<file path="config.mk">
export PLATFORM = sky130hd
export DESIGN_NAME = wwdt_window_watchdog_timer
export DESIGN_NICKNAME = d
export VERILOG_FILES = /design/src/hdl/wwdt_pkg.sv /design/src/hdl/wwdt_link_if.sv /design/src/hdl/wwdt_pin_eval.sv /design/src/hdl/wwdt_window_check.sv /design/src/hdl/wwdt_window_watchdog_timer.sv
export SDC_FILE = /design/constraint.sdc
export NUM_CORES = 1
export LEC_CHECK = 0
export ABC_AREA = 1
export BUFFER_PORTS_ARGS = -buffer_cell sky130_fd_sc_hd__buf_4
export CAP_MARGIN = 10
export CORE_MARGIN = 5
export CORE_UTILIZATION = 55
export CTS_CLUSTER_SIZE = 10
export DETAILED_ROUTE_END_ITERATION = 10
export GPL_TIMING_DRIVEN = 0
export PLACE_DENSITY = 0.85
export SYNTH_ARGS = -nofsm -noshare
export SYNTH_HDL_FRONTEND = slang
export SYNTH_SLANG_ARGS = --single-unit
</file>
<file path="constraint.sdc">
create_clock -name clock -period 4.8 [get_ports clock]
set_input_delay 0.24 -clock clock [delete_from_list [all_inputs] [get_ports clock]]
set_output_delay 0.24 -clock clock [all_outputs]
set_load 0.05 [all_outputs]
</file>
<file path="src/hdl/wwdt_pkg.sv">
/*
 wwdt_pkg: constants, timing tables and types of the window watchdog.
 assumes a 125 MHz clock; times are typical figures, counts derive from them.
*/
package wwdt_pkg;
	localparam int unsigned CLK_PERIOD_NS         = 8;
	localparam int unsigned PIN_EVAL_TIME_US      = 381;
	localparam int unsigned ENABLE_SETTLE_TIME_US = 150;
	localparam int unsigned SELECT_CHANGE_GAP_US  = 500;
	localparam int unsigned HOLD_OPEN_TIME_US     = 200000;
	localparam int unsigned HOLD_PULLUP_TIME_US   = 10000;

	localparam int unsigned EVAL_CYCLES   = (PIN_EVAL_TIME_US * 1000 + CLK_PERIOD_NS - 1) / CLK_PERIOD_NS;
	localparam int unsigned SETTLE_CYCLES = (ENABLE_SETTLE_TIME_US * 1000 + CLK_PERIOD_NS - 1) / CLK_PERIOD_NS;
	localparam int unsigned HOLD_OPEN_CYCLES   = (HOLD_OPEN_TIME_US * 1000 + CLK_PERIOD_NS - 1) / CLK_PERIOD_NS;
	localparam int unsigned HOLD_PULLUP_CYCLES = (HOLD_PULLUP_TIME_US * 1000 + CLK_PERIOD_NS - 1) / CLK_PERIOD_NS;

	typedef logic [31:0] wwdt_count_t;
	typedef wwdt_count_t wwdt_table_t [6];

	// index: pin class base (open 0, pull-up 3) plus ratio index
	localparam wwdt_table_t LOWER_BOUND_NS = '{22500000, 1850000, 800000000, 9000000, 9000000, 1850000};
	localparam wwdt_table_t UPPER_BOUND_NS = '{55000000, 27500000, 1600000000, 109000000, 195000000, 11000000};

	function automatic wwdt_table_t wwdt_to_cycles(input wwdt_table_t ns, input logic roundUp);
		wwdt_table_t cyc;
		for (int i = 0; i < 6; i++) begin
			cyc[i] = roundUp ? (ns[i] + CLK_PERIOD_NS - 1) / CLK_PERIOD_NS : ns[i] / CLK_PERIOD_NS;
		end
		return cyc;
	endfunction : wwdt_to_cycles

	localparam wwdt_table_t LOWER_CYCLES = wwdt_to_cycles(LOWER_BOUND_NS, 1'b1);
	localparam wwdt_table_t UPPER_CYCLES = wwdt_to_cycles(UPPER_BOUND_NS, 1'b0);

	localparam logic [1:0] CFG_OPEN   = 2'h0;
	localparam logic [1:0] CFG_PULLUP = 2'h1;
	localparam logic [1:0] CFG_CAP    = 2'h2;
	localparam logic [2:0] TABLE_PULLUP_BASE = 3'h3;

	localparam logic [1:0] RATIO_EIGHTH        = 2'h0;
	localparam logic [1:0] RATIO_THREE_QUARTER = 2'h1;
	localparam logic [1:0] RATIO_HALF          = 2'h2;

	localparam logic [3:0] STATUS_OFFSET  = 4'h0;
	localparam logic [3:0] CONTROL_OFFSET = 4'h4;
	localparam int unsigned STAT_FAULT_BIT  = 0;
	localparam int unsigned STAT_PIN_BIT    = 1;
	localparam int unsigned STAT_ENABLE_BIT = 2;
	localparam int unsigned STAT_PEND_BIT   = 3;
	localparam int unsigned STAT_RATIO_LSB  = 4;
	localparam int unsigned STAT_RCLASS_LSB = 6;
	localparam int unsigned STAT_WCLASS_LSB = 8;
	localparam int unsigned STAT_STATE_LSB  = 10;
	localparam int unsigned CTRL_KICK_BIT   = 0;

	typedef enum logic [3:0] {
		S_OFF,
		S_EVAL,
		S_INIT_HOLD,
		S_IDLE,
		S_SETTLE,
		S_FIRST,
		S_WINDOW,
		S_FAULT,
		S_RECOVER
	} wwdt_state_e;
endpackage : wwdt_pkg

</file>
<file path="src/hdl/wwdt_link_if.sv">
/*
 wwdt_link_if: signals between the watchdog core, pin evaluator and window checker.
 assumes all three sit on one clock.
*/
`timescale 1ns/1ps

interface wwdt_link_if;
	logic                evalStart;
	logic [1:0]          rstPin;
	logic [1:0]          wdPin;
	logic                evalDone;
	logic [1:0]          rstClass;
	logic [1:0]          wdClass;
	logic                winClear;
	logic                winRun;
	logic                kickFall;
	wwdt_pkg::wwdt_count_t winLower;
	wwdt_pkg::wwdt_count_t winUpper;
	logic                winEarly;
	logic                winLate;

	modport ctrl (output evalStart, rstPin, wdPin, winClear, winRun, kickFall, winLower, winUpper,
		input evalDone, rstClass, wdClass, winEarly, winLate);
	modport eval (input evalStart, rstPin, wdPin, output evalDone, rstClass, wdClass);
	modport win (input winClear, winRun, kickFall, winLower, winUpper, output winEarly, winLate);
endinterface : wwdt_link_if

</file>
<file path="src/hdl/wwdt_pin_eval.sv">
/*
 wwdt_pin_eval: timed evaluation of the two configuration pins.
 assumes pin classes are sensed by the front end and stable during evaluation.
*/
`timescale 1ns/1ps

module wwdt_pin_eval #(
	parameter wwdt_pkg::wwdt_count_t EVAL_CYCLES = wwdt_pkg::EVAL_CYCLES
) (
	input wire logic    clock,
	input wire logic    rst,
	wwdt_link_if.eval   link
);
	typedef struct packed {
		logic                  busy;
		wwdt_pkg::wwdt_count_t cnt;
		logic                  done;
		logic [1:0][1:0]       cls;
	} wwdt_eval_s;

	wwdt_eval_s      evalReg;
	wwdt_eval_s      evalNext;
	logic [1:0][1:0] pins;
	logic [1:0][1:0] legal;

	assign pins[0] = link.rstPin;
	assign pins[1] = link.wdPin;

	genvar g;
	for (g = 0; g < 2; g++) begin : gClass
		// an undefined sense code falls back to factory open timing
		assign legal[g] = (pins[g] == wwdt_pkg::CFG_CAP || pins[g] == wwdt_pkg::CFG_PULLUP) ?
			pins[g] : wwdt_pkg::CFG_OPEN;
	end

	always_comb begin
		evalNext = evalReg;
		evalNext.done = 1'b0;
		if (link.evalStart) begin
			evalNext.busy = 1'b1;
			evalNext.cnt = '0;
		end else if (evalReg.busy) begin
			if (evalReg.cnt + 32'h1 >= EVAL_CYCLES) begin
				evalNext.busy = 1'b0;
				evalNext.done = 1'b1;
				evalNext.cls = legal;
			end else begin
				evalNext.cnt = evalReg.cnt + 32'h1;
			end
		end
	end

	always_ff @(posedge clock) begin
		if (rst) begin
			evalReg <= '0;
		end else begin
			evalReg <= evalNext;
		end
	end

	assign link.evalDone = evalReg.done;
	assign link.rstClass = evalReg.cls[0];
	assign link.wdClass = evalReg.cls[1];
endmodule : wwdt_pin_eval

</file>
<file path="src/hdl/wwdt_window_check.sv">
/*
 wwdt_window_check: interval counter between accepted kicks.
 assumes the core clears it on every accepted kick and outside monitoring.
*/
`timescale 1ns/1ps

module wwdt_window_check (
	input wire logic  clock,
	input wire logic  rst,
	wwdt_link_if.win  link
);
	typedef struct packed {
		wwdt_pkg::wwdt_count_t cnt;
	} wwdt_win_s;

	wwdt_win_s winReg;
	wwdt_win_s winNext;

	always_comb begin
		winNext = winReg;
		if (link.winClear) begin
			winNext.cnt = '0;
		end else if (link.winRun && winReg.cnt != '1) begin
			winNext.cnt = winReg.cnt + 32'h1;
		end
	end

	always_ff @(posedge clock) begin
		if (rst) begin
			winReg <= '0;
		end else begin
			winReg <= winNext;
		end
	end

	assign link.winEarly = link.kickFall && (winReg.cnt < link.winLower);
	assign link.winLate = link.winRun && (winReg.cnt >= link.winUpper);
endmodule : wwdt_window_check

</file>
<file path="src/hdl/wwdt_window_watchdog_timer.sv">
/*
 wwdt_window_watchdog_timer: window watchdog core with supply sequencing,
 pin evaluation, fault hold, open-drain fault pin and an Avalon-MM status slave.
 assumes supply level, sensed pin classes and capacitor-derived counts come
 from the analog front end, synchronous to clock.
*/
// Decided for this implementation: register access over Avalon-MM and the register offsets.
`timescale 1ns/1ps

module wwdt_window_watchdog_timer #(
	parameter wwdt_pkg::wwdt_count_t EVAL_CYCLES        = wwdt_pkg::EVAL_CYCLES,
	parameter wwdt_pkg::wwdt_count_t SETTLE_CYCLES      = wwdt_pkg::SETTLE_CYCLES,
	parameter wwdt_pkg::wwdt_count_t HOLD_OPEN_CYCLES   = wwdt_pkg::HOLD_OPEN_CYCLES,
	parameter wwdt_pkg::wwdt_count_t HOLD_PULLUP_CYCLES = wwdt_pkg::HOLD_PULLUP_CYCLES,
	parameter wwdt_pkg::wwdt_table_t LOWER_CYCLES       = wwdt_pkg::LOWER_CYCLES,
	parameter wwdt_pkg::wwdt_table_t UPPER_CYCLES       = wwdt_pkg::UPPER_CYCLES
) (
	input  wire logic        clock,
	input  wire logic        rst,
	input  wire logic        supplyOk,
	input  wire logic        kickInput,
	input  wire logic        modeSelect0,
	input  wire logic        modeSelect1,
	input  wire logic [1:0]  resetDelayCfgPin,
	input  wire logic [1:0]  windowTimeCfgPin,
	input  wire logic [31:0] resetCapCycles,
	input  wire logic [31:0] windowCapCycles,
	input  wire logic        faultOutputNIn,
	output logic             faultOutputNOut,
	output logic             faultOutputNOeN,
	input  wire logic [3:0]  avs_address,
	input  wire logic        avs_read,
	input  wire logic        avs_write,
	input  wire logic [31:0] avs_writedata,
	output logic [31:0]      avs_readdata,
	output logic             avs_waitrequest
);
	typedef struct packed {
		wwdt_pkg::wwdt_state_e st;
		wwdt_pkg::wwdt_count_t holdCnt;
		logic                  kickPrev;
		logic                  softKick;
		logic [1:0]            ratio;
		logic                  pendHold;
		logic                  evalStart;
		logic                  oeN;
		logic                  padOut;
		logic                  waitReq;
		logic [31:0]           rdata;
	} wwdt_main_s;

	localparam wwdt_main_s MAIN_RESET = '{
		st:      wwdt_pkg::S_OFF,
		oeN:     1'b1,
		waitReq: 1'b1,
		default: '0
	};

	wwdt_main_s            stateReg;
	wwdt_main_s            stateNext;

	logic                  enabled;
	logic [1:0]            selRatio;
	logic                  kickFall;
	logic                  holdDone;
	logic                  faultNow;
	logic                  winClear;
	logic                  monitoring;
	logic                  holding;
	logic [2:0]            tblIdx;
	wwdt_pkg::wwdt_count_t resetHold;
	wwdt_pkg::wwdt_count_t holdLimit;
	wwdt_pkg::wwdt_count_t lower;
	wwdt_pkg::wwdt_count_t upper;
	logic [31:0]           statusWord;

	wwdt_link_if link ();

	wwdt_pin_eval #(
		.EVAL_CYCLES (EVAL_CYCLES)
	) uPinEval (
		.clock (clock),
		.rst   (rst),
		.link  (link)
	);

	wwdt_window_check uWindow (
		.clock (clock),
		.rst   (rst),
		.link  (link)
	);

	// mode decode and timing selection
	always_comb begin
		enabled = !(modeSelect0 && !modeSelect1);
		if (modeSelect0) begin
			selRatio = wwdt_pkg::RATIO_HALF;
		end else if (modeSelect1) begin
			selRatio = wwdt_pkg::RATIO_THREE_QUARTER;
		end else begin
			selRatio = wwdt_pkg::RATIO_EIGHTH;
		end

		// software kick is treated as one falling edge
		kickFall = (stateReg.kickPrev && !kickInput) || stateReg.softKick;

		case (link.rstClass)
			wwdt_pkg::CFG_CAP:    resetHold = resetCapCycles;
			wwdt_pkg::CFG_PULLUP: resetHold = HOLD_PULLUP_CYCLES;
			default:              resetHold = HOLD_OPEN_CYCLES;
		endcase

		if (stateReg.st == wwdt_pkg::S_SETTLE) begin
			holdLimit = SETTLE_CYCLES;
		end else begin
			holdLimit = resetHold;
		end
		holdDone = (stateReg.holdCnt + 32'h1) >= holdLimit;

		tblIdx = {1'b0, stateReg.ratio};
		if (link.wdClass == wwdt_pkg::CFG_PULLUP) begin
			tblIdx = tblIdx + wwdt_pkg::TABLE_PULLUP_BASE;
		end

		if (link.wdClass == wwdt_pkg::CFG_CAP) begin
			upper = windowCapCycles;
			case (stateReg.ratio)
				wwdt_pkg::RATIO_HALF:          lower = {1'b0, windowCapCycles[31:1]};
				wwdt_pkg::RATIO_THREE_QUARTER: lower = windowCapCycles - {2'h0, windowCapCycles[31:2]};
				default:                       lower = {3'h0, windowCapCycles[31:3]};
			endcase
		end else begin
			upper = UPPER_CYCLES[tblIdx];
			lower = LOWER_CYCLES[tblIdx];
		end

		monitoring = (stateReg.st == wwdt_pkg::S_FIRST) || (stateReg.st == wwdt_pkg::S_WINDOW);
		holding = (stateReg.st == wwdt_pkg::S_FAULT) || (stateReg.st == wwdt_pkg::S_RECOVER);
	end

	// status word seen by software
	always_comb begin
		statusWord = '0;
		statusWord[wwdt_pkg::STAT_FAULT_BIT] = !stateReg.oeN;
		statusWord[wwdt_pkg::STAT_PIN_BIT] = faultOutputNIn;
		statusWord[wwdt_pkg::STAT_ENABLE_BIT] = enabled;
		statusWord[wwdt_pkg::STAT_PEND_BIT] = stateReg.pendHold;
		statusWord[wwdt_pkg::STAT_RATIO_LSB +: 2] = stateReg.ratio;
		statusWord[wwdt_pkg::STAT_RCLASS_LSB +: 2] = link.rstClass;
		statusWord[wwdt_pkg::STAT_WCLASS_LSB +: 2] = link.wdClass;
		statusWord[wwdt_pkg::STAT_STATE_LSB +: 4] = stateReg.st;
	end

	// sequencing state machine and bus slave
	always_comb begin
		stateNext = stateReg;
		stateNext.kickPrev = kickInput;
		stateNext.softKick = 1'b0;
		stateNext.evalStart = 1'b0;
		stateNext.padOut = 1'b0;
		stateNext.holdCnt = stateReg.holdCnt + 32'h1;
		winClear = 1'b1;
		faultNow = 1'b0;

		if (!supplyOk) begin
			// below operating level nothing is monitored
			stateNext.st = wwdt_pkg::S_OFF;
			stateNext.oeN = 1'b1;
			stateNext.pendHold = 1'b0;
			stateNext.holdCnt = '0;
		end else begin
			case (stateReg.st)
				wwdt_pkg::S_OFF: begin
					stateNext.evalStart = 1'b1;
					stateNext.st = wwdt_pkg::S_EVAL;
				end

				wwdt_pkg::S_EVAL: begin
					stateNext.holdCnt = '0;
					if (link.evalDone) begin
						if (enabled) begin
							stateNext.ratio = selRatio;
						end
						stateNext.st = wwdt_pkg::S_INIT_HOLD;
					end
				end

				wwdt_pkg::S_INIT_HOLD: begin
					// pin stays released; kicks count only after this
					if (holdDone) begin
						stateNext.holdCnt = '0;
						stateNext.st = enabled ? wwdt_pkg::S_SETTLE : wwdt_pkg::S_IDLE;
					end
				end

				wwdt_pkg::S_IDLE: begin
					stateNext.holdCnt = '0;
					if (enabled) begin
						// capacitor delay cut short must run again in full
						stateNext.st = stateReg.pendHold ? wwdt_pkg::S_RECOVER : wwdt_pkg::S_SETTLE;
						stateNext.pendHold = 1'b0;
					end
				end

				wwdt_pkg::S_SETTLE: begin
					// kick edges are ignored here
					if (holdDone) begin
						stateNext.st = wwdt_pkg::S_FIRST;
					end
				end

				wwdt_pkg::S_FIRST: begin
					winClear = 1'b0;
					if (kickFall) begin
						winClear = 1'b1;
						stateNext.st = wwdt_pkg::S_WINDOW;
					end else if (link.winLate) begin
						faultNow = 1'b1;
					end
				end

				wwdt_pkg::S_WINDOW: begin
					winClear = 1'b0;
					if (kickFall && link.winEarly) begin
						faultNow = 1'b1;
					end else if (kickFall) begin
						winClear = 1'b1;
					end else if (link.winLate) begin
						faultNow = 1'b1;
					end
				end

				wwdt_pkg::S_FAULT: begin
					// kicks during the hold are ignored
					if (holdDone) begin
						stateNext.oeN = 1'b1;
						stateNext.st = wwdt_pkg::S_FIRST;
					end
				end

				wwdt_pkg::S_RECOVER: begin
					if (holdDone) begin
						stateNext.st = wwdt_pkg::S_FIRST;
					end
				end

				default: begin
					stateNext.st = wwdt_pkg::S_OFF;
				end
			endcase

			if (faultNow) begin
				stateNext.st = wwdt_pkg::S_FAULT;
				stateNext.oeN = 1'b0;
				stateNext.holdCnt = '0;
				stateNext.ratio = selRatio;
			end

			if (!enabled && (monitoring || holding || stateReg.st == wwdt_pkg::S_SETTLE)) begin
				stateNext.st = wwdt_pkg::S_IDLE;
				stateNext.oeN = 1'b1;
				if (holding && link.rstClass == wwdt_pkg::CFG_CAP) begin
					stateNext.pendHold = 1'b1;
				end
			end
		end

		// one wait cycle, then a single-cycle answer
		stateNext.waitReq = 1'b1;
		if ((avs_read || avs_write) && stateReg.waitReq) begin
			stateNext.waitReq = 1'b0;
			stateNext.rdata = '0;
			if (avs_read && avs_address == wwdt_pkg::STATUS_OFFSET) begin
				stateNext.rdata = statusWord;
			end
			if (avs_write && avs_address == wwdt_pkg::CONTROL_OFFSET) begin
				stateNext.softKick = avs_writedata[wwdt_pkg::CTRL_KICK_BIT];
			end
		end
	end

	always_ff @(posedge clock) begin
		if (rst) begin
			stateReg <= MAIN_RESET;
		end else begin
			stateReg <= stateNext;
		end
	end

	assign link.evalStart = stateReg.evalStart;
	assign link.rstPin = resetDelayCfgPin;
	assign link.wdPin = windowTimeCfgPin;
	assign link.winClear = winClear;
	assign link.winRun = monitoring;
	assign link.kickFall = kickFall;
	assign link.winLower = lower;
	assign link.winUpper = upper;

	// open drain: data is always low, only the enable moves
	assign faultOutputNOut = stateReg.padOut;
	assign faultOutputNOeN = stateReg.oeN;
	assign avs_readdata = stateReg.rdata;
	assign avs_waitrequest = stateReg.waitReq;
endmodule : wwdt_window_watchdog_timer

</file>
* Yosys cells after proc, flatten, opt, wreduce, memory -nomap -nowiden
Memory sizes are Yosys's and may differ from the RTL's.
Cells that the tools add are included.
** Storage, ports and cells
- Register bits :: 147
- Memory bits (read-only) :: 512
- Input bits :: 113
- Output and inout bits :: 35
- Logic and storage cells :: 176
- Memories :: 2
** Cells by class
- Add/sub/neg operators :: 5
- $lt $le $gt $ge :: 5
- Equality and inequality tests :: 38
- Multiplexer cells :: 53
- Bitwise gates (word level) :: 8
- Reduce and logical (&&, ||, !) cells :: 46
** Memories
- (name not given) :: words 8, bits a word 32, rd ports 1, clocked after memory_dff 0, wr ports 0, line wwdt_window_watchdog_timer.sv:134 : lower = LOWER_CYCLES[tblIdx];
- (name not given) :: words 8, bits a word 32, rd ports 1, clocked after memory_dff 0, wr ports 0, line wwdt_window_watchdog_timer.sv:133 : upper = UPPER_CYCLES[tblIdx];
** Operator list (number)
- 2-to-1 mux 32 bit :: 8
- one-hot mux 32 bit (2 select lines) :: 3
- adder 32 x 1 -> 32 bit, second input constant :: 3
- 2-to-1 mux 36 bit :: 2
- 2-to-1 mux 33 bit :: 2
- greater-or-equal comparator 32 bit :: 2
- 2-to-1 mux 38 bit :: 1
- greater-or-equal comparator 32 x 16 -> 1 bit, second input constant :: 1
- less-than comparator 32 bit :: 1
- != test 32 bit, second input constant :: 1
- subtractor 32 x 30 -> 32 bit :: 1
- one-hot mux 4 bit (7 select lines) :: 1
- 2-to-1 mux 4 bit :: 6
- equality test 4 x 3 -> 1 bit, second input constant :: 5
- AND reduction 6 bit :: 3
- 2-to-1 mux 1 bit :: 17
- OR reduction 3 bit :: 5
- 2-to-1 mux 14 bit :: 1
- 2-to-1 mux 2 bit :: 7
- logical AND 1 bit :: 11
- equality test 2 x 1 -> 1 bit, second input constant :: 5
- equality test 2 bit, second input constant :: 5
- equality test 4 x 2 -> 1 bit, second input constant :: 2
- zero test 4 bit :: 2
- other kinds (26) :: 60

* Logic depth before layout (Yosys ltp)
Gate-level depths: netlist of the first run.
- Word-level depth :: 16
- Depth in mapped cells :: 33
- Gate-level depth less buffers :: 33

* Cells and area by module
Synthesis of the first run repeated with hierarchy kept, for this count alone.
** Second synthesis, totals
- Cell total of the unflattened synthesis :: 2237
- Area, all modules :: 13580.5 um2
** Modules (own cells, without submodules)
- wwdt_window_watchdog_timer :: instances 1, cells an instance 1181, area each 7180.6 um2, seq. area each 1161.1 um2
- wwdt_window_check :: instances 1, cells an instance 600, area each 3792.4 um2, seq. area each 640.6 um2
- wwdt_pin_eval :: instances 1, cells an instance 456, area each 2607.5 um2, seq. area each 760.7 um2

* Worst setup path after synthesis of the first run
Ideal clock, no wire load.
- Kind :: register to register
- Start :: register stateReg[37] (netlist name)
- End :: register stateReg[71] (netlist name)
- Setup time :: 0.128 ns
- Arrival :: 3.855 ns
- Data required time :: 4.672 ns
- Slack :: 0.817 ns
- Cell stages (with the launch flop) :: 24
- Path buffers :: 2
- Period minus slack after synthesis :: 3.983 ns
- Cell sequence :: dfxtp_1 -> inv_1 -> ha_1 -> clkbuf_1 -> inv_1 -> o21ai_0 -> inv_1 -> ha_1 -> a21oi_1 -> inv_1 -> a21oi_1 -> o21ai_0 -> ha_1 -> a21oi_1 -> o21ai_0 -> a21oi_1 -> nand2_1 -> nand2_1 -> nand2_1 -> nand2_1 -> nand3_1 -> nand4_1 -> clkbuf_1 -> nor2_1
** On the way
- Cells in the longest elaborated chain, start to end :: 15
- Elaborated cells between the ends (all ways) :: 25
- Classes of those cells :: add/sub: 1; order compare: 2; eq/ne: 2; mux: 13; bitwise: 1; reduce/logical: 4; memory: 2
** Ends and longest elaborated chain
- from (decl) :: line wwdt_window_watchdog_timer.sv:59 : wwdt_main_s stateReg;
- from (signal assigned) :: line wwdt_window_watchdog_timer.sv:286 : stateReg <= stateNext;
- adder 2 x 2 -> 3 bit :: line wwdt_window_watchdog_timer.sv:122 : tblIdx = tblIdx + wwdt_pkg::TABLE_PULLUP_BASE;
- 2-to-1 mux 3 bit :: line wwdt_window_watchdog_timer.sv:121 : if (link.wdClass == wwdt_pkg::CFG_PULLUP) begin
- NOT 3 -> 4 bit (not written as such) :: line wwdt_window_watchdog_timer.sv:133, wwdt_window_watchdog_timer.sv:134
- memory (8 x 32 bit)
- 2-to-1 mux 32 bit (not written as such) (2 in series) :: line wwdt_window_watchdog_timer.sv:133
- 2-to-1 mux 32 bit :: line wwdt_window_watchdog_timer.sv:125 : if (link.wdClass == wwdt_pkg::CFG_CAP) begin
- greater-or-equal comparator 32 bit :: line wwdt_window_check.sv:37 : assign link.winLate = link.winRun && (winReg.cnt >= link.winUpper);
- logical AND 1 bit :: line wwdt_window_check.sv:37
- 2-to-1 mux 1 bit :: line wwdt_window_watchdog_timer.sv:217, wwdt_window_watchdog_timer.sv:228
- 2-to-1 mux 1 bit :: line wwdt_window_watchdog_timer.sv:214 : if (kickFall) begin
- 2-to-1 mux 1 bit :: line wwdt_window_watchdog_timer.sv:224 : if (kickFall && link.winEarly) begin
- one-hot mux 1 bit (2 select lines) (*) :: line wwdt_window_watchdog_timer.sv:172 : case (stateReg.st)
- 2-to-1 mux 1 bit (*) :: line wwdt_window_watchdog_timer.sv:165 : if (!supplyOk) begin
- OR reduction 3 bit (no source line) (*)
Mark *: on every way between the ends. The rest lies on a longest branch, timed or not. The select of a mux whose other input is x is not followed.
A chain may end at the register's enable or synchronous reset.

* Worst setup path in the final report of the first run
- Start :: register stateReg[37] (netlist name)
- End :: register stateReg[65] (netlist name)
Same word-level chain as after synthesis.

==> key figures, run 1 <==
Place
  • I/O Buffers: 97
  • Hpwl dp: 27,800 µm
  • GP Congestion: 1.00
  • Pre-CTS setup slack: -0.600 ns

Timing
  • Setup TNS: 0 ns
  • Final Max Slew Viols: 0
  • Worst-Margin Slew: 0.917 ns
  • Hold Fails Final Rpt: 0
  • Tcrit/Tclk final: 0.940
  • Max_slew headroom: 0.384
  • Clock skew: 0.0144 ns
  • Min cycle time layout: 4.51 ns
  • Setup Viol. Count Final: 0
  • Maximum clock frequency: 222 MHz
  • Unrepaired setup endpoints after global routing: true
  • Worst Setup Slack, final: about 0.29 ns

Detailed routing
  • Drt first-iter violations: 965
  • Drt via density: 5.55
  • Wire per inst: about 15 µm
  • Final WL: 34,700 µm
  • DR pass1 iterations: 5
  • Residual DRC: 0
  • Via count: 13,018
  • Final ANT Viol Nets: 0

Power and ir drop
  • P_leak: 0.00658 µW
  • Peak VDD IR: 237 µV
  • PwrDens: 222 mW/mm²
  • Tot Pwr: 3120 µW

Finish
  • Util after Layout: 0.647
  • Synth-to-Final Area Change: 15.9%
  • N_diodes: 0
  • Fillcell total: 2,006
  • Nets: about 2,300
  • Share of cells above drive strength 1: 0.105

Clocking
  • Worst-path clk slew: 0.06 ns
  • CTS tree: done
  • Clock Tree Root: clkbuf_16
  • Max Buffers Root-to-Sink: 2
  • Clk Latency, worst-skew pair: between 0.4 and 0.5 ns
  • H-tree level count: 4
  • CTS buffer count: 17
  • CTS sink cnt: 128

Yosys
  • Post-Syn Instances: 1,918
  • Post-synthesis register bit count: 128
  • Syn Area/Cell: ~6.3 µm²
  • Post-synthesis sequential area ratio: 0.211
  • Top-count cell post-synth: nand2_1
  • Syn. warnings: 0
  • Top cell type's share of synthesized area: 0.211
  • Cell variety after synth: between 50 and 60
  • Synth cell count leaders: 410 x nand2_1, 258 x inv_1, 239 x nor2_1
  • Largest area contributor in the netlist: dfxtp_1
  • Main synth FF type: dfxtp_1
  • Synthesized area: 0.0121 mm²
  • Post-synth EDFFs: 0
  • FFs w/ async S/R, synth: 0
  • Synth area leaders: dfxtp_1 21%, ha_1 15%, nand2_1 13%

Die
  • Die Area: 0.0251 mm²
  • Ports: 148
  • Starting Density: 0.558
  • Core area: roughly 0.022 mm²
  • FP Rows: 54
  • DIE WIDTH: 159 µm
  • Die Ht: 159 µm

GRT
  • GR Util All Layers: 0.273
  • Remaining Overflow, GRT: 0
  • Largest net degree at the start of global routing: 17
  • Initial antenna violation count: 0
  • First-pass GRT wire length: 57,000 µm
  • Vias in the first global route: between 10,000 and 15,000

Worst setup path
  • Startpoint types: register
  • Crit-path max FO: 10
  • R2R cell count: 22
  • Critical Setup Path Class: reg2reg
  • Arrival time at the worst endpoint: slightly below 5 ns
  • Crit. End Element: register
  • Critical Path RT: 5.15 ns

Hold path
  • Hold depth: 2
  • Min-delay worst type: in2reg

Job
  • Max-cap violation count: 0

Status
  • Outcome: finished clean
kinds of logic after synthesis:
family,count (synthesis),synth area share
adders and majority gates,142,0.147
and+or+nand+nor,886,0.317
buffers and inverters,334,0.115
AOI/OAI and AO/OA,367,0.167
other,1,0.000309
xor gates and xnor gates,60,0.0433
DFF,128,0.211
critical path: stages, from the launching register on:
cell and delay [ns]:
dfxtp_1 0.57, inv_1 0.17, ha_2 0.48, inv_1 0.19, o21ai_4 0.30, inv_1 0.11
ha_1 0.28, a21oi_1 0.22, inv_1 0.09, a21oi_1 0.10, o21ai_0 0.12, ha_1 0.35
nand2_1 0.07, o21ai_0 0.21, a21oi_1 0.09, nand2_1 0.08, nand2_1 0.05, nand2_1 0.09
nand2_1 0.07, nand3_1 0.14, nand4_1 0.27, buf_4 0.28, nor2_1 0.11
metal layers:
layer / track usage / up-vias / wire, µm
li1: - / 6557 / -
met1: 0.345 / 5886 / 15100
met2: 0.467 / 490 / 16300
met3: 0.0446 / 85 / 2330
met4: 0.105 / 0 / 1040
met5: 0 / - / 0
final timing paths:
check,from,endpoint,slack (ns)
min,avs_address[0],stateReg[39],0.01
max,stateReg[37],stateReg[65],0.29
max reg2reg,stateReg[37],stateReg[65],0.29
min reg2reg,uPinEval.evalReg[36],uPinEval.evalReg[36],0.47
cells in the final DEF, fill, tap and decap left out, types with 9 or more instances in the layout:
cell type and instances:
nand3_1 76, xnor2_1 11, or2_2 13, clkbuf_1 28, a211oi_1 9, buf_4 137, nor3_1 63, o211ai_1 9
xor2_1 49, nor4_1 10, conb_1 19, nor2_1 237, clkbuf_16 17, ha_1 140, dfxtp_1 128, inv_1 257
o21ai_0 114, nand4_1 31, o21a_1 11, o221ai_1 9, nand2_1 410, a21oi_1 182
flip-flops by register name (all words and copies together), names as in the netlist:
register                flops
avs_readdata               14
link.evalStart              1
avs_waitrequest             1
uPinEval.link.wdClass       2
uWindow.winReg             32
stateReg                   41
uPinEval.link.rstClass      2
uPinEval.evalReg           33
faultOutputNOeN             1
uPinEval.link.evalDone      1
metrics by stage:
step | instances | hold slack (ns) | area [µm²]
4_1_cts | 2345 | 0.00423 | 14000
6_report | 2347 | 0.0112 | 14100
5_1_grt | 2347 | 0.000293 | 14100
3_5_place_dp | 2313 | 0.436 | 13300
2_1_floorplan | 1936 | 0.309 | 12200
3_3_place_gp | 2313 | 0.435 | 13300
area by class of cell:
class,instances,area [µm²],area share
inverter,262,983,0.0699
sequential,128,2560,0.182
timing repair buffer,100,753,0.0535
multi-input combinational,1474,8310,0.591
clock buffer,19,453,0.0322
buffer,71,424,0.0301
tap,280,350,0.0249
clock inverter,13,231,0.0165
power by group:
group          switching, µW  total [µW]  internal [µW]  leakage, µW
Sequential              18.5        1100           1080      0.00104
Clock                    505        1510           1000     0.000330
Combinational            319         509            190      0.00521
Total                    842        3120           2280      0.00658
repair_timing:
action / CTS / global route
endpoints found under the setup margin: 68 / 68
hold buffers: 1 / 0
cloned: 0 / 0
pin swaps: 0 / 1
endpoints found under the hold margin: 1 / 0
gates resized for setup: 8 / 23
buffers inserted: 0 / 2
Note: power is estimated with default switching activity, not from simulation.
==> run 2, diff against run 1 <==
--- a/config.mk
+++ b/config.mk
@@ -10,10 +10,10 @@
 export CAP_MARGIN = 10
 export CORE_MARGIN = 5
 export CORE_UTILIZATION = 55
-export CTS_CLUSTER_SIZE = 10
+export CTS_CLUSTER_SIZE = 8
 export DETAILED_ROUTE_END_ITERATION = 10
 export GPL_TIMING_DRIVEN = 0
-export PLACE_DENSITY = 0.85
+export PLACE_DENSITY = 0.73
 export SYNTH_ARGS = -nofsm -noshare
 export SYNTH_HDL_FRONTEND = slang
 export SYNTH_SLANG_ARGS = --single-unit
==> key figures, run 2 (synthesis gave the netlist of run 1 again) <==
Detailed routing
  • Via count: 12,794 (-1.7%)
  • Wire per inst: 14.9 µm (+0.49%)
  • Residual DRC: 0 (unchanged)
  • Final WL: 34,900 µm (+0.54%)
  • DR pass1 iterations: 5 (unchanged)
  • Drt via density: 5.45 (-1.8%)
  • Drt first-iter violations: 874 (-9.4%)
  • Final ANT Viol Nets: 0 (unchanged)

Worst setup path
  • Startpoint types: register
  • Arrival time at the worst endpoint: 4.92 ns (+0.05 ns)
  • Buf+Inv Stages, Crit Path: 4 (-1)
  • Critical Path Max Stage Delay: 0.55 ns (-0.02 ns)
  • Critical Path, Cell by Cell: inv_1, ha_2, inv_1, o21ai_4, nor2_1, a21oi_1, inv_1, a31oi_1, nand2_1, ha_1, a21oi_1, o21ai_0, nand4_1, a31oi_1, nor2_1, nand2_1, nand2_1, nand3_1, nand4_1, clkbuf_4, nor2_1
  • Crit-path max FO: 10 (unchanged)
  • WP depth: 21 (-4.5%)
  • Worst path slowest cell: dfxtp_1
  • R2R cell count: 21 (-4.5%)
  • Crit-path leading delay family: simple AND/OR/NAND/NOR gates
  • Critical Setup Path Class: reg2reg
  • Critical Path RT: 5.14 ns (about the same)
  • Crit. End Element: register

Clocking
  • Worst-path clk slew: 0.06 ns (about the same)
  • CTS buffer count: 17 (unchanged)
  • CTS tree: done
  • Clock Tree Root: clkbuf_16
  • Max Buffers Root-to-Sink: 2 (unchanged)
  • H-tree level count: 4 (unchanged)
  • CTS sink cnt: 128 (unchanged)
  • Clk Latency, worst-skew pair: 0.42 ns (about the same)

Power and ir drop
  • Tot Pwr: 2890 µW (-7.3%)
  • P_leak: 0.00654 µW (-0.55%)
  • PwrDens: 207 mW/mm² (-6.8%)
  • Peak VDD IR: 203 µV (-15%)

Die
  • Die Area: 0.0251 mm² (unchanged)
  • Starting Density: 0.558 (unchanged)
  • Ports: 148 (unchanged)
  • DIE WIDTH: 159 µm (unchanged)
  • FP Rows: 54 (unchanged)
  • Core area: 0.0218 mm² (unchanged)
  • Die Ht: 159 µm (unchanged)

Finish
  • Largest regs: stateReg x41, uPinEval.evalReg x33, uWindow.winReg x32
  • Post-route cell area: 0.0140 mm² (-0.59%)
  • Commonest non-fill, non-tap cells in the layout: 410 x nand2_1, 258 x inv_1, 237 x nor2_1
  • Fillcell total: 2,092 (+4.3%)
  • Commonest non-fill, non-tap cell in the layout: nand2_1
  • Share of cells above drive strength 1: 0.105 (about the same)
  • Reg with most FFs: stateReg
  • Synth-to-Final Area Change: 15.2%
  • N_diodes: 0 (unchanged)
  • Max reg flops: 41 (unchanged)
  • Nets: 2,310 (+0.043%)

Place
  • Hpwl dp: 28,300 µm (+1.6%)
  • GP Congestion: 0.946 (-5.7%)
  • Pre-CTS setup slack: -0.704 ns (-0.104 ns)
  • I/O Buffers: 97 (unchanged)
  • Placed cell areas: 0.0133 mm² (unchanged)

GRT
  • GR Util All Layers: 0.276 (+0.00289)
  • Vias in the first global route: 12,314 (-0.97%)
  • Largest net degree at the start of global routing: 17 (unchanged)
  • Initial antenna violation count: 0 (unchanged)
  • Remaining Overflow, GRT: 0 (unchanged)
  • First-pass GRT wire length: 57,200 µm (+0.36%)

Timing
  • Final Max Slew Viols: 0 (unchanged)
  • Clock skew: 0.0175 ns (+0.00314 ns)
  • Maximum clock frequency: 218 MHz (-1.5%)
  • Setup Viol. Count Final: 0 (unchanged)
  • Tcrit/Tclk final: 0.954 (+0.0143)
  • Max_slew headroom: 0.409 (+0.0247)
  • Min cycle time layout: 4.58 ns (+0.0684 ns)
  • Worst-Margin Slew: 0.880 ns (-0.0368 ns)
  • Worst Setup Slack, final: 0.219 ns (-0.0684 ns)
  • Hold Fails Final Rpt: 0 (unchanged)

Job
  • Max-cap violation count: 0 (unchanged)

Hold path
  • Hold depth: 2 (unchanged)
  • Min-delay worst type: in2reg

Status
  • Outcome: finished clean
[run 2: changes by cell type in the layout (fill, tap and decap cells not counted), moves of 2 or more]
cell       change
buf_4          -2
clkinv_4       +2
clkbuf_4       +3
bufinv_16      -4
[run 2: repair_timing]
item                                    in CTS  in global routing
hold buffers                                 2                  0
resized for setup                            8                 22
hold endpoints to repair                     1                  0
pin swaps                                    0                  1
endpoints found under the setup margin      70                 66
setup buffers                                0                  3
[run 2: path summary, 6_finish.rpt]
path,slack [ns],from,end
setup / recovery,0.22,stateReg[37],stateReg[65]
hold reg to reg,0.47,uPinEval.evalReg[36],uPinEval.evalReg[36]
hold / removal,0.06,rst,uPinEval.link.rstClass[0]
setup reg to reg,0.22,stateReg[37],stateReg[65]
[run 2: area by class of cell]
type / count / area (µm²) / area share
clock inverters: 12 / 134 / 0.00957
well taps: 280 / 350 / 0.0250
clock buffers: 20 / 447 / 0.0319
inverters: 262 / 983 / 0.0703
plain buffers: 70 / 422 / 0.0301
repair buffers: 102 / 771 / 0.0551
flip-flops and latches: 128 / 2560 / 0.183
multi-input cells: 1474 / 8320 / 0.595
[run 2: where the power goes]
part | switching [µW] | internal, µW
clock network | 499 | 781
logic | 321 | 190
registers | 17.8 | 1080
total | 837 | 2060
[run 2: stage by stage]
stage                     TNS [ns]  utilization  cells  hold WS (ns)
after floorplan                  0            -   1936         0.309
after global placement      -28.70        0.611   2313         0.422
after detailed placement    -34.30        0.611   2313         0.423
after CTS                        0        0.639   2346        0.0378
after global routing        -0.140        0.643   2348        0.0500
final                            0        0.643   2348        0.0556
[run 2: metal layers]
metal | wire, µm | GRT usage | vias to the layer above
met2 | 16200 | 0.472 | 405
met4 | 1110 | 0.101 | 0
met1 | 15700 | 0.354 | 5743
met3 | 1860 | 0.0402 | 84
met5 | 0 | 0 | -
li1 | - | - | 6562
[run 2: worst register-to-register path: cells and delay by family (launching register included)]
kind / cells / cell delay [ns]
buffers and inverters: 4 / 0.84
adders and majority gates: 2 / 0.81
and+or+nand+nor: 9 / 1.16
AOI/OAI and AO/OA: 6 / 1.14
DFF: 1 / 0.55
==> run 3, diff against run 2 <==
--- a/config.mk
+++ b/config.mk
@@ -5,7 +5,6 @@
 export SDC_FILE = /design/constraint.sdc
 export NUM_CORES = 1
 export LEC_CHECK = 0
-export ABC_AREA = 1
 export BUFFER_PORTS_ARGS = -buffer_cell sky130_fd_sc_hd__buf_4
 export CAP_MARGIN = 10
 export CORE_MARGIN = 5
==> key figures, run 3 <==
Yosys
  • Post-synthesis register bit count: 128 (unchanged)
  • Syn Area/Cell: 7.73 µm² (+22%)
  • Post-Syn Instances: 1,501 (-22%)
  • FFs w/ async S/R, synth: 0 (unchanged)
  • Post-synth EDFFs: 0 (unchanged)
  • Largest area contributor in the netlist: dfxtp_1
  • Post-synthesis sequential area ratio: 0.221 (+0.00993)
  • Top cell type's share of synthesized area: 0.221 (+0.00993)
  • Top-count cell post-synth: ha_1
  • Main synth FF type: dfxtp_1
  • Syn. warnings: 0 (unchanged)
  • Cell variety after synth: 82 (+49%)
  • Synthesized area: 0.0116 mm² (-4.5%)
  • Synth area leaders: dfxtp_1 22%, ha_1 15%, a21oi_1 5.0%
  • Synth cell count leaders: 141 x ha_1, 128 x dfxtp_1, 123 x nand2_1

GRT
  • Vias in the first global route: 10,896 (-12%)
  • Initial antenna violation count: 0 (unchanged)
  • Remaining Overflow, GRT: 0 (unchanged)
  • Largest net degree at the start of global routing: 17 (unchanged)
  • First-pass GRT wire length: 53,600 µm (-6.2%)
  • GR Util All Layers: 0.265 (-0.0108)

Timing
  • Worst Setup Slack, final: 0.162 ns (-0.0566 ns)
  • Setup TNS: 0 ns (unchanged)
  • Clock skew: 0.0129 ns (-0.00463 ns)
  • Min cycle time layout: 4.64 ns (+0.0566 ns)
  • Hold Fails Final Rpt: 0 (unchanged)
  • Final hold slack: 0.0590 ns (+0.00336 ns)
  • Max_slew headroom: 0.538 (+0.130)
  • Worst-Margin Slew: 0.683 ns (-0.198 ns)
  • Tcrit/Tclk final: 0.966 (+0.0118)
  • Final Max Slew Viols: 0 (unchanged)
  • Maximum clock frequency: 216 MHz (-1.2%)
  • Setup Viol. Count Final: 0 (unchanged)

Clocking
  • Clock Tree Root: clkbuf_16
  • Max Buffers Root-to-Sink: 2 (unchanged)
  • Clk Latency, worst-skew pair: 0.41 ns (about the same)
  • CTS buffer count: 17 (unchanged)
  • Worst-path clk slew: 0.06 ns (about the same)
  • H-tree level count: 4 (unchanged)
  • CTS tree: done
  • CTS sink cnt: 128 (unchanged)

Detailed routing
  • DR pass1 iterations: 6 (+1)
  • Residual DRC: 0 (unchanged)
  • Drt first-iter violations: 814 (-6.9%)
  • Via count: 11,639 (-9.0%)
  • Drt via density: 6.02 (+11%)
  • Wire per inst: 17.2 µm (+16%)
  • Final ANT Viol Nets: 0 (unchanged)
  • Final WL: 33,300 µm (-4.7%)

Die
  • Die Area: 0.0241 mm² (-4.2%)
  • Ports: 148 (unchanged)
  • DIE WIDTH: 155 µm (-2.1%)
  • FP Rows: 53 (-1.9%)
  • Die Ht: 155 µm (-2.1%)
  • Core area: 0.0209 mm² (-4.0%)
  • Starting Density: 0.555 (-0.00295)

Place
  • GP Congestion: 0.993 (+4.9%)
  • Pre-CTS setup slack: -1.10 ns (-0.397 ns)
  • I/O Buffers: 96 (-1.0%)
  • Hpwl dp: 25,900 µm (-8.4%)

Hold path
  • Min-delay worst type: in2reg
  • Hold Path End: stateReg[38]
  • HP Start: rst
  • Hold depth: 2 (unchanged)

Finish
  • Commonest non-fill, non-tap cells in the layout: 143 x buf_4, 137 x ha_1, 128 x dfxtp_1
  • Largest regs: stateReg x41, uPinEval.evalReg x33, uWindow.winReg x32
  • Share of cells above drive strength 1: 0.158 (+0.0526)
  • Reg with most FFs: stateReg
  • N_diodes: 0 (unchanged)
  • Commonest non-fill, non-tap cell in the layout: buf_4
  • Nets: 1,900 (-18%)
  • Max reg flops: 41 (unchanged)
  • Synth-to-Final Area Change: 18.4%
  • Fillcell total: 1,859 (-11%)

Worst setup path
  • Setup slack, reg-to-reg: 0.25 ns (+0.03 ns)
  • Startpoint types: input pin
  • R2R cell count: 19 (-9.5%)
  • Crit. End Element: register
  • Arrival time at the worst endpoint: 4.93 ns (about the same)
  • Critical R2R Capture: stateReg[38]
  • Reg-to-Reg Start: stateReg[37]
  • Critical Setup Path Class: in2reg
  • Critical path launch point: windowCapCycles[0]
  • Critical Path RT: 5.09 ns (-0.05 ns)
  • Crit-path max FO: 6 (-4)

Power and ir drop
  • PwrDens: 215 mW/mm² (+4.1%)
  • P_leak: 0.00588 µW (-10%)
  • Tot Pwr: 2960 µW (+2.2%)
  • Peak VDD IR: 194 µV (-4.2%)

Status
  • Outcome: finished clean

Job
  • Max-cap violation count: 0 (unchanged)
==> run 3: changes by cell type in the layout (fill, tap and decap cells not counted), moves of 25 or more <==
cell     delta
a21o_1     +25
nor2b_1    +42
o21ai_0    -43
xnor2_1    +39
a21oi_1    -70
nor3_1     -48
inv_1     -193
nand2_1   -287
and3_1     +34
nor2_1    -118
==> run 3: power by group <==
| group | internal (µW) | total, µW | leakage, µW | switching [µW] |
|---|---|---|---|---|
| Clock | 879 | 1380 | 0.000299 | 505 |
| Combinational | 208 | 496 | 0.00455 | 288 |
| Sequential | 1070 | 1080 | 0.00103 | 6.80 |
| Total | 2160 | 2960 | 0.00588 | 800 |
==> run 3: through the flow <==
step,instances,utilization,cell area (µm²)
3_3_place_gp,1890,0.609,12700
2_1_floorplan,1519,-,11700
4_1_cts,1924,0.645,13500
6_report,1933,0.657,13700
3_5_place_dp,1890,0.609,12700
5_1_grt,1933,0.657,13700
==> run 3: routing by layer <==
| metal | global-route usage | share of wire | routed length [µm] | vias to the layer above |
|---|---|---|---|---|
| li1 | - | - | - | 5756 |
| met3 | 0.0281 | 0.052 | 1750 | 69 |
| met5 | 0 | 0 | 0 | - |
| met1 | 0.345 | 0.45 | 14900 | 5406 |
| met4 | 0.0909 | 0.026 | 877 | 0 |
| met2 | 0.459 | 0.47 | 15800 | 408 |
==> run 3: worst max-delay path by stage <==
stage	cells after the start	to	slack, ns
floorplan	23	stateReg[56]	0.11
global placement	24	stateReg[63]	-1.10
detailed placement	24	stateReg[58]	-1.10
CTS	18	stateReg[45]	0.003
global route	25	stateReg[38]	-0.03
finish	25	stateReg[44]	0.16
==> run 3: layout make-up <==
class / count / area [µm²] / share of cell area
buffer: 99 / 582 / 0.0424
clock buffer: 18 / 429 / 0.0313
clock inverter: 14 / 204 / 0.0149
inverter: 67 / 251 / 0.0183
multi-input combinational: 1223 / 8540 / 0.622
sequential: 128 / 2560 / 0.187
tap: 275 / 344 / 0.0251
timing repair buffer: 109 / 822 / 0.0599
==> run 3: repair_timing <==
item,4_1_cts,5_1_grt
resized for setup,25,48
buffers inserted,2,10
hold buffers,0,0
pin swaps,1,12
setup endpoints to repair,71,70
cloned,1,0
==> run 3: logic make-up after synthesis <==
| kind of cell | share of synthesized area |
|---|---|
| adder cells (fa/ha/maj) | 0.154 |
| XOR/XNOR | 0.0687 |
| multiplexers | 0.00518 |
| other | 0.000323 |
| flip-flops | 0.221 |
| buffers and inverters | 0.0679 |
| AO/OA/AOI/OAI | 0.229 |
| AND/OR/NAND/NOR | 0.254 |
==> run 3: worst max-delay path, stage by stage <==
cell	delay (ns)
buf_4	0.11
inv_2	0.08
ha_4	0.15
inv_1	0.05
fa_2	0.36
a211oi_2	0.24
o21bai_1	0.11
a21o_1	0.22
a41o_4	0.30
a21o_1	0.20
a41o_4	0.24
o41ai_4	0.32
a221oi_1	0.09
a211o_1	0.35
ha_4	0.24
nand4_1	0.19
nor2_1	0.08
a22oi_1	0.17
o211ai_1	0.16
a21o_1	0.22
a211oi_4	0.29
nand3b_1	0.17
buf_6	0.15
clkbuf_8	0.16
nor2b_1	0.05
